===== src/rtl/vwfc_regs.vh =====
`ifndef VWFC_REGS_VH
`define VWFC_REGS_VH
// Register indices on the indexed port.
`define VWFC_IDX_START_HIGH 8'h3a
`define VWFC_IDX_PAN_OFFSET 8'h3b
`define VWFC_IDX_DATA_FORMAT 8'h3c
`define VWFC_IDX_PIXEL_WIDTH 8'h3d
`define VWFC_IDX_START_MIDDLE 8'h3e
`define VWFC_IDX_INTERP_LOW 8'h3f
`define VWFC_IDX_SHARPEN 8'h40
`define VWFC_IDX_VERT_EXT 8'h36
`define VWFC_IDX_KEY_SELECT 8'h42
`define VWFC_RESET_BYTE 8'h00
`define VWFC_RESET_VERT_EXT 8'h20
// Field positions.
`define VWFC_BIT_INVERT_CLK 7
`define VWFC_BIT_ENABLE 4
`define VWFC_BIT_WIDTH0 5
`define VWFC_BIT_HINTERP 7
`define VWFC_BIT_VINTERP 6
`define VWFC_BIT_OCCLUDE 5
`define VWFC_BIT_PALETTE 4
`define VWFC_BIT_PAN_MSB 4
`define VWFC_BIT_PENDING 4
`define VWFC_BIT_KEYSEL 0
// Encoding codes.
`define VWFC_FMT_OFF 4'h0
`define VWFC_FMT_RGB555 4'h1
`define VWFC_FMT_COMPRESSED 4'h2
`define VWFC_FMT_YUV422 4'h3
`define VWFC_FMT_RGB565 4'h4
`define VWFC_FMT_DELTA_YUV 4'h5
// Fetch FIFO geometry.
`define VWFC_FIFO_WIDTH 64
`define VWFC_FIFO_DEPTH 8
`define VWFC_FIFO_AW 3
`endif


===== src/rtl/vwfc_fifo.v =====
`timescale 1ns/1ps
// Synchronous FIFO with valid/ready on both sides.
module vwfc_fifo #(
    parameter WIDTH = 64,
    parameter DEPTH = 8,
    parameter AW = 3
) (
    input wire clk,
    input wire reset_n,
    input wire flush,
    input wire inValid,
    output wire inReady,
    input wire [WIDTH-1:0] inData,
    output wire outValid,
    input wire outReady,
    output wire [WIDTH-1:0] outData
);
    reg [WIDTH-1:0] mem [0:DEPTH-1];
    reg [AW-1:0] wrPtr_q;
    reg [AW-1:0] rdPtr_q;
    reg [AW:0] count_q;
    reg [AW:0] countNext;
    reg full_q;
    wire push;
    wire pop;

    // Ready comes from a registered full flag so the upstream port sees a flop.
    assign inReady = !full_q;
    assign outValid = (count_q != {(AW+1){1'b0}});
    assign outData = mem[rdPtr_q];
    assign push = inValid && inReady;
    assign pop = outValid && outReady;

    // Occupancy after this cycle's push and pop.
    always @*
    begin
        countNext = count_q;
        if (push && !pop)
        begin
            countNext = count_q + {{AW{1'b0}}, 1'b1};
        end
        else if (pop && !push)
        begin
            countNext = count_q - {{AW{1'b0}}, 1'b1};
        end
    end

    // Storage array write.
    always @(posedge clk)
    begin
        if (push)
        begin
            mem[wrPtr_q] <= inData;
        end
    end

    // Pointers and count.
    always @(posedge clk or negedge reset_n)
    begin
        if (!reset_n)
        begin
            wrPtr_q <= {AW{1'b0}};
            rdPtr_q <= {AW{1'b0}};
            count_q <= {(AW+1){1'b0}};
            full_q <= 1'b0;
        end
        else if (flush)
        begin
            wrPtr_q <= {AW{1'b0}};
            rdPtr_q <= {AW{1'b0}};
            count_q <= {(AW+1){1'b0}};
            full_q <= 1'b0;
        end
        else
        begin
            if (push)
            begin
                wrPtr_q <= wrPtr_q + {{(AW-1){1'b0}}, 1'b1};
            end
            if (pop)
            begin
                rdPtr_q <= rdPtr_q + {{(AW-1){1'b0}}, 1'b1};
            end
            count_q <= countNext;
            full_q <= (countNext == DEPTH[AW:0]);
        end
    end
endmodule


===== src/rtl/vwfc_top.v =====
// Summary of operation
// Bit 7 high inverts the accelerator clock.
// Start address assembled from four register fields.
// Address bit 0 picks 64 or 32-bit alignment.
// Start address counts 64-bit quadword units.
// High-only address aligns window on 16 KB.
// Software writes bit0, high, middle, low order.
// Writing the low register commits the address.
// Nine-bit pan offset from two registers.
// Next start adds twice the offset.
// Source image up to 2K pixels wide.
// Enable bit shows window and fetches data.
// Enable change applies at next vsync edge.
// Four-bit encoding field decoded into formats.
// YUV memory order Y0 U Y1 V.
// Software never programs codes 6 through F.
// Eleven-bit width assembled from two registers.
// Software programs width minus one, minimum 32.
// Horizontal interpolation or replication select.
// Vertical interpolation or replication select.
// Occlusion lets graphics replace video by key.
// Key select chooses color or chroma key.
// Palette select routes host lookup RAM access.
// Pending bit set by software, hardware clears.
`timescale 1ns/1ps
`include "vwfc_regs.vh"
module vwfc_top (
    input wire clk,
    input wire reset_n,
    input wire regWrite,
    input wire regRead,
    input wire [7:0] regIndex,
    input wire [7:0] regWriteData,
    output reg [7:0] regReadData,
    input wire vsyncPin,
    input wire frameDonePin,
    input wire hCoeffNonZero,
    input wire vCoeffNonZero,
    input wire [63:0] memData,
    input wire memDataValid,
    output wire memDataReady,
    input wire fetchNext,
    output reg [19:0] fetchAddress,
    output reg fetchHalfAlign,
    output reg windowVisible,
    output reg [3:0] dataFormat,
    output reg formatYuvSwap,
    output reg [10:0] pixelWidth,
    output reg hInterpolate,
    output reg hReplicate,
    output reg vInterpolate,
    output reg vReplicate,
    output reg occludeColorKey,
    output reg occludeChromaKey,
    output reg paletteVideoSelect,
    output reg invertAccelClock,
    output reg align16k,
    output reg pixelValid,
    output reg [63:0] pixelData,
    input wire pixelReady
);
    reg [7:0] startHigh_q;
    reg [7:0] panOffset_q;
    reg [7:0] dataFormat_q;
    reg [7:0] pixelWidth_q;
    reg [7:0] startMiddle_q;
    reg [7:0] interpLow_q;
    reg [7:0] sharpen_q;
    reg [7:0] vertExt_q;
    reg [7:0] keySelect_q;
    reg [19:0] committedStart_q;
    reg [19:0] fetchAddress_d;
    reg enableActive_q;
    reg vsyncMeta_q;
    reg vsyncSync_q;
    reg vsyncPrev_q;
    reg doneMeta_q;
    reg doneSync_q;
    reg donePrev_q;
    reg commitSeen_q;
    reg [7:0] readMux;
    wire vsyncRise;
    wire doneRise;
    wire [19:0] assembledStart;
    wire [8:0] panOffset;
    wire [19:0] panStep;
    wire lowWrite;
    wire fifoOutValid;
    wire fifoOutReady;
    wire [63:0] fifoOutData;

    // Address, offset and pan step field assembly.
    assign assembledStart = {startHigh_q[6:0], startMiddle_q, interpLow_q[3:0], sharpen_q[0]};
    assign panOffset = {vertExt_q[`VWFC_BIT_PAN_MSB], panOffset_q};
    assign panStep = {10'h000, panOffset, 1'b0};
    assign lowWrite = regWrite && (regIndex == `VWFC_IDX_INTERP_LOW);

    // Edge detectors read only the second and third synchroniser stages.
    assign vsyncRise = vsyncSync_q && !vsyncPrev_q;
    assign doneRise = doneSync_q && !donePrev_q;

    // Pin synchronisers for vertical sync and frame completion.
    always @(posedge clk or negedge reset_n)
    begin
        if (!reset_n)
        begin
            vsyncMeta_q <= 1'b0;
            vsyncSync_q <= 1'b0;
            vsyncPrev_q <= 1'b0;
            doneMeta_q <= 1'b0;
            doneSync_q <= 1'b0;
            donePrev_q <= 1'b0;
        end
        else
        begin
            vsyncMeta_q <= vsyncPin;
            vsyncSync_q <= vsyncMeta_q;
            vsyncPrev_q <= vsyncSync_q;
            doneMeta_q <= frameDonePin;
            doneSync_q <= doneMeta_q;
            donePrev_q <= doneSync_q;
        end
    end

    // Register file writes through the indexed port.
    always @(posedge clk or negedge reset_n)
    begin
        if (!reset_n)
        begin
            startHigh_q <= `VWFC_RESET_BYTE;
            panOffset_q <= `VWFC_RESET_BYTE;
            dataFormat_q <= `VWFC_RESET_BYTE;
            pixelWidth_q <= `VWFC_RESET_BYTE;
            startMiddle_q <= `VWFC_RESET_BYTE;
            interpLow_q <= `VWFC_RESET_BYTE;
            sharpen_q <= `VWFC_RESET_BYTE;
            vertExt_q <= `VWFC_RESET_VERT_EXT;
            keySelect_q <= `VWFC_RESET_BYTE;
        end
        else
        begin
            if (regWrite)
            begin
                case (regIndex)
                    `VWFC_IDX_START_HIGH: startHigh_q <= regWriteData;
                    `VWFC_IDX_PAN_OFFSET: panOffset_q <= regWriteData;
                    `VWFC_IDX_DATA_FORMAT: dataFormat_q <= regWriteData;
                    `VWFC_IDX_PIXEL_WIDTH: pixelWidth_q <= regWriteData;
                    `VWFC_IDX_START_MIDDLE: startMiddle_q <= regWriteData;
                    `VWFC_IDX_INTERP_LOW: interpLow_q <= regWriteData;
                    `VWFC_IDX_SHARPEN: sharpen_q <= regWriteData;
                    `VWFC_IDX_VERT_EXT: vertExt_q <= regWriteData;
                    `VWFC_IDX_KEY_SELECT: keySelect_q <= regWriteData;
                    default: keySelect_q <= keySelect_q;
                endcase
            end
            // Hardware clears pending after a refresh; a software set in the same cycle wins.
            if (doneRise && commitSeen_q &&
                !(regWrite && (regIndex == `VWFC_IDX_KEY_SELECT) && regWriteData[`VWFC_BIT_PENDING]))
            begin
                keySelect_q[`VWFC_BIT_PENDING] <= 1'b0;
            end
        end
    end

    // Live fetch address: commit load, panning step and reload at vsync.
    always @*
    begin
        fetchAddress_d = fetchAddress;
        if (lowWrite)
        begin
            fetchAddress_d = {startHigh_q[6:0], startMiddle_q, regWriteData[3:0], sharpen_q[0]};
        end
        else if (fetchNext)
        begin
            fetchAddress_d = fetchAddress + panStep;
        end
        else if (vsyncRise)
        begin
            fetchAddress_d = committedStart_q;
        end
    end

    // Committed start and the flag set at the first vsync after a commit.
    always @(posedge clk or negedge reset_n)
    begin
        if (!reset_n)
        begin
            committedStart_q <= 20'h00000;
            commitSeen_q <= 1'b0;
        end
        else
        begin
            if (lowWrite)
            begin
                committedStart_q <= fetchAddress_d;
                commitSeen_q <= 1'b0;
            end
            else if (vsyncRise)
            begin
                commitSeen_q <= 1'b1;
            end
        end
    end

    // Enable takes effect only on the vertical sync leading edge.
    always @(posedge clk or negedge reset_n)
    begin
        if (!reset_n)
        begin
            enableActive_q <= 1'b0;
        end
        else if (vsyncRise)
        begin
            enableActive_q <= dataFormat_q[`VWFC_BIT_ENABLE];
        end
    end

    // Fetch address and its alignment flag, registered together so they never disagree.
    always @(posedge clk or negedge reset_n)
    begin
        if (!reset_n)
        begin
            fetchAddress <= 20'h00000;
            fetchHalfAlign <= 1'b0;
        end
        else
        begin
            fetchAddress <= fetchAddress_d;
            fetchHalfAlign <= fetchAddress_d[0];
        end
    end

    // Visibility follows the enable as applied at vertical sync.
    always @(posedge clk or negedge reset_n)
    begin
        if (!reset_n)
        begin
            windowVisible <= 1'b0;
        end
        else
        begin
            windowVisible <= enableActive_q;
        end
    end

    // Encoding format, byte order flag and assembled pixel width.
    always @(posedge clk or negedge reset_n)
    begin
        if (!reset_n)
        begin
            dataFormat <= `VWFC_FMT_OFF;
            formatYuvSwap <= 1'b0;
            pixelWidth <= 11'h000;
        end
        else
        begin
            dataFormat <= dataFormat_q[3:0];
            formatYuvSwap <= (dataFormat_q[3:0] == `VWFC_FMT_YUV422);
            pixelWidth <= {dataFormat_q[7:6], pixelWidth_q, dataFormat_q[`VWFC_BIT_WIDTH0]};
        end
    end

    // Scaling modes, occlusion keys, palette routing and test outputs.
    always @(posedge clk or negedge reset_n)
    begin
        if (!reset_n)
        begin
            hInterpolate <= 1'b0;
            hReplicate <= 1'b0;
            vInterpolate <= 1'b0;
            vReplicate <= 1'b0;
            occludeColorKey <= 1'b0;
            occludeChromaKey <= 1'b0;
            paletteVideoSelect <= 1'b0;
            invertAccelClock <= 1'b0;
            align16k <= 1'b0;
        end
        else
        begin
            // Interpolation wins; replication only applies with a non-zero coefficient.
            hInterpolate <= interpLow_q[`VWFC_BIT_HINTERP];
            hReplicate <= !interpLow_q[`VWFC_BIT_HINTERP] && hCoeffNonZero;
            vInterpolate <= interpLow_q[`VWFC_BIT_VINTERP];
            vReplicate <= !interpLow_q[`VWFC_BIT_VINTERP] && vCoeffNonZero;
            // The two keys are exclusive and only act inside an enabled window.
            occludeColorKey <= enableActive_q && interpLow_q[`VWFC_BIT_OCCLUDE] &&
                !keySelect_q[`VWFC_BIT_KEYSEL];
            occludeChromaKey <= enableActive_q && interpLow_q[`VWFC_BIT_OCCLUDE] &&
                keySelect_q[`VWFC_BIT_KEYSEL];
            paletteVideoSelect <= interpLow_q[`VWFC_BIT_PALETTE];
            invertAccelClock <= startHigh_q[`VWFC_BIT_INVERT_CLK];
            // Only the high field may be non-zero for the coarse alignment case.
            align16k <= (startHigh_q[6:0] != 7'h00) && (startMiddle_q == 8'h00) &&
                (interpLow_q[3:0] == 4'h0) && !sharpen_q[0];
        end
    end

    // Readback multiplexer.
    always @*
    begin
        case (regIndex)
            `VWFC_IDX_START_HIGH: readMux = startHigh_q;
            `VWFC_IDX_PAN_OFFSET: readMux = panOffset_q;
            `VWFC_IDX_DATA_FORMAT: readMux = dataFormat_q;
            `VWFC_IDX_PIXEL_WIDTH: readMux = pixelWidth_q;
            `VWFC_IDX_START_MIDDLE: readMux = startMiddle_q;
            `VWFC_IDX_INTERP_LOW: readMux = interpLow_q;
            `VWFC_IDX_SHARPEN: readMux = sharpen_q;
            `VWFC_IDX_VERT_EXT: readMux = vertExt_q;
            `VWFC_IDX_KEY_SELECT: readMux = keySelect_q;
            default: readMux = `VWFC_RESET_BYTE;
        endcase
    end

    // Read data is registered one cycle after the read strobe.
    always @(posedge clk or negedge reset_n)
    begin
        if (!reset_n)
        begin
            regReadData <= `VWFC_RESET_BYTE;
        end
        else if (regRead)
        begin
            regReadData <= readMux;
        end
    end

    // Fetched window data flows through the FIFO; flushed while disabled.
    vwfc_fifo #(
        .WIDTH(`VWFC_FIFO_WIDTH),
        .DEPTH(`VWFC_FIFO_DEPTH),
        .AW(`VWFC_FIFO_AW)
    ) fetchFifo (
        .clk(clk),
        .reset_n(reset_n),
        .flush(!enableActive_q),
        .inValid(memDataValid),
        .inReady(memDataReady),
        .inData(memData),
        .outValid(fifoOutValid),
        .outReady(fifoOutReady),
        .outData(fifoOutData)
    );

    // Output stage register with stall toward the FIFO.
    assign fifoOutReady = !pixelValid || pixelReady;

    always @(posedge clk or negedge reset_n)
    begin
        if (!reset_n)
        begin
            pixelValid <= 1'b0;
            pixelData <= 64'h0000000000000000;
        end
        else if (fifoOutReady)
        begin
            pixelValid <= fifoOutValid;
            pixelData <= fifoOutData;
        end
    end
endmodule


===== config.mk =====
export PLATFORM = sky130hd
export DESIGN_NAME = vwfc_top
export DESIGN_NICKNAME = d
export VERILOG_FILES = /design/src/rtl/vwfc_fifo.v /design/src/rtl/vwfc_top.v
export VERILOG_INCLUDE_DIRS = /design/src /design/src/rtl
export SDC_FILE = /design/constraint.sdc
export NUM_CORES = 1
export LEC_CHECK = 0
export CORE_UTILIZATION = 63
export CTS_CLUSTER_DIAMETER = 50
export CTS_CLUSTER_SIZE = 28
export DETAILED_ROUTE_END_ITERATION = 8
export DONT_BUFFER_PORTS = 1
export GPL_TIMING_DRIVEN = 0
export HOLD_SLACK_MARGIN = 0.05
export MAX_ROUTING_LAYER = met4
export PLACE_DENSITY = 0.8
export SYNTH_ARGS = -nofsm -noshare
export SYNTH_HDL_FRONTEND = slang
export SYNTH_HIERARCHICAL = 1
export SYNTH_SLANG_ARGS = --single-unit

===== constraint.sdc =====
create_clock -name clk -period 9.05 [get_ports clk]
set_input_delay 0 -clock clk [delete_from_list [all_inputs] [get_ports clk]]
set_output_delay 0 -clock clk [all_outputs]
set_load 0.01 [all_outputs]

==> impl_results.md <==
- Share of cells above drive strength 1: 0.292
- Post-Route WL: 67000 um
- Drt drc: 0
- Number of global-route vias before repair: 16500
- Final Critical Period: between 3 and 4 ns
- Global-route wire length before repair: roughly 100000 um
- Hold path depth: 2
- Adder-cell share of the synthesized area: 0.00622
- Final hold viol count: 0
- Synth Area in Simple Gates: 0.0447
- Tot GR Track Use: 0.298
- Type of the worst setup path: flop to flop
- Endpoint type of the worst setup path: flop
- Slew at the pin closest to its max-slew limit: 1.27 ns
- Max Buffers Root-to-Sink: 3
- Largest net degree at the start of global routing: 231
- Worst-path fanout max: 10
- Slowest stage delay, CP: 0.70 ns
- Max stage delay cell, worst path: clkbuf_1
- Final ANT Viol Nets: 0
- Chip height: between 200 and 250 um
- Root Buffer Master: clkbuf_16
- Mapped Area: 0.0294 mm2
- Hold Slack: 0.0733 ns
- Largest family of logic cells by synthesized area: multiplexers
- Status: finished, final reports clean
- Total CTS buffers: 54
- Worst-Skew Late Latency: 0.63 ns
- Leak Pwr: 12.2 nW
- Post-DR vias/cell: 6.43
- WL/cell: 27.2 um
- Tcrit/Tclk final: 0.343
- CTS tree: done
- Initial Util: 0.643
- Post-CTS Setup Bufs: 0
- Top Ports: around 210
- Resized cells post-CTS: 0
- Fin. max-slew vios: 0
- R2R setup slack: 5.94 ns
- Syn Area/Cell: between 15 and 20 um2
- PwrDens: 204 mW/mm2
- Critical-path cell list: nand2b_1 -> clkbuf_1 -> clkbuf_1 -> buf_4 -> nand2_8 -> xnor2_1 -> o31a_1 -> nor3b_2
- DP Cell Count: 2257
- Final setup violation count: 0
- Netlist cell types: 80
- Layout area overhead: 15.2%
- Mapped Cells: 1608
- Peak supply drop: roughly 0.00021 V
- Dpl hpwl: roughly 43000 um
- Most used cell, CP: clkbuf_1
- Synthesis Warnings: 6
- Max Clock Freq: 322 MHz
- Commonest cells after routing, fill and taps aside: edfxtp_1, dfrtp_1, mux2_2
- Slew headroom: 0.152
- Power Total: roughly 0.0069 W
- Gpl congestion: 0.934
- Clk slew on worst S/H paths: 0.09 ns
- Post-synthesis mux area share: 0.179
- Hold Path Class: input pin to flop
- PortBufs: 0
- Async S/R FF share, synth: 0.310
- R2R cell count: 8
- 1st-iter DRT viols: 1491
- Die width: 218 um
- Compound-Gate Fraction of Synth Area: 0.0317
- Primary FF master, synth: edfxtp_1
- Rows: 78
- Setup Skew: 0.0175 ns
- Initial antenna violation count: 7
- Required time worst endpoint: between 9 and 10 ns
- Fillers: roughly 2600
- RSZ-0062 raised after global routing: false
- Synth Area in XOR/XNOR: 0.00477
- Number of synthesized flops with an enable pin: 512
- Die area: 0.0475 mm2
- Via count: 15800
- Synthesized flop and latch total: about 740
- DR pass1 iterations: 8
- Most common cell after layout, fill and taps aside: edfxtp_1
- Non-filler instance count after layout: 2461
- Core area: 0.0457 mm2
- Number of hold buffers added after cts: 95
- Fin nets: 1913
- Synth Net Count: 1713
- Htree depth: 2
- Total gr overflow: 0
- Critical Path Start Type: flop
- Clock sink count: 742
- Data arrival, critical path: between 3 and 4 ns
- Seq/Total Area, Yosys: 0.720
- Max cap viols: 0
==> through the flow <==
step,util,TNS (ns),worst slack (ns),instance area [um2]
2_1_floorplan,-,0,1.66,29400
3_3_place_gp,0.659,-525.83,-4.40,30100
3_5_place_dp,0.674,0,5.89,30800
4_1_cts,0.740,0,5.88,33800
5_1_grt,0.741,0,5.73,33800
6_report,0.741,0,5.94,33800
==> worst max-delay path, delay by kind of cell (launching register included) <==
family | cells | cell delay, ns
xor gates and xnor gates | 1 | 0.16
AOI/OAI and AO/OA | 1 | 0.27
DFF | 1 | 0.44
buffers and inverters | 3 | 1.59
and+or+nand+nor | 3 | 0.57
==> logic make-up (layout without fill, tap and decap cells) <==
kind of cell	after synthesis	after routing
AOI/OAI and AO/OA	141	141
xor gates and xnor gates	16	16
and+or+nand+nor	268	268
other	0	7
adders and majority gates	14	14
DFF	742	742
buffers and inverters	88	334
muxes	339	339
==> state kept, by name, summed over array words and instances, names as in the netlist, 11 cells and up <==
name / flops
fetchFifo/mem: 512
pixelData: 64
committedStart_q: 20
fetchAddress: 20
pixelWidth: 11
==> cell type report <==
| class | instances | area, um2 | share of cell area |
|---|---|---|---|
| antenna | 7 | 17.5 | 0.000518 |
| buffer | 76 | 367 | 0.0108 |
| clock buffer | 57 | 1430 | 0.0422 |
| clock inverter | 45 | 659 | 0.0195 |
| inverter | 12 | 45.0 | 0.00133 |
| multi-input combinational | 778 | 7870 | 0.233 |
| sequential | 742 | 21100 | 0.624 |
| tap | 600 | 751 | 0.0222 |
| timing repair buffer | 144 | 1570 | 0.0463 |
==> cell usage after synthesis (all sizes together), types with 11 or more instances <==
master	count	area share
nor2b	12	0.0026
nor3	20	0.0041
dfrtp	229	0.20
o21ai	40	0.0069
inv	11	0.0014
nand2	128	0.017
ha	13	0.0055
xnor2	11	0.0033
mux4	130	0.10
edfxtp	512	0.52
clkbuf	33	0.0046
buf	43	0.0079
mux2i	18	0.0061
nor2	43	0.0059
a31oi	11	0.0023
a21oi	28	0.0049
mux2	191	0.073
nand3	29	0.0060
==> final timing paths <==
kind | startpoint | end
max in group asynchronous | reset_n | pixelData[22]
setup / recovery | pixelValid | fetchFifo/full_q
hold reg to reg | doneMeta_q | doneSync_q
setup reg to reg | pixelValid | fetchFifo/full_q
hold / removal | hCoeffNonZero | hReplicate
min in group asynchronous | reset_n | pixelData[34]
==> metal layers <==
metal / up-vias / wire length [um] / track usage
met3: 129 / 5110 / 0.0568
met1: 8274 / 26000 / 0.389
met4: 0 / 1950 / 0.101
met5: - / 0 / -
met2: 686 / 33900 / 0.477
li1: 6725 / - / -
==> report_power, final <==
part,leakage [nW],internal (W),switching (W)
Clock,1.01,0.00132,0.00142
Sequential,7.62,0.00371,0.0000946
Combinational,3.54,0.000161,0.000198
Total,12.2,0.00519,0.00171
Note: power is estimated with default switching activity, not from simulation.
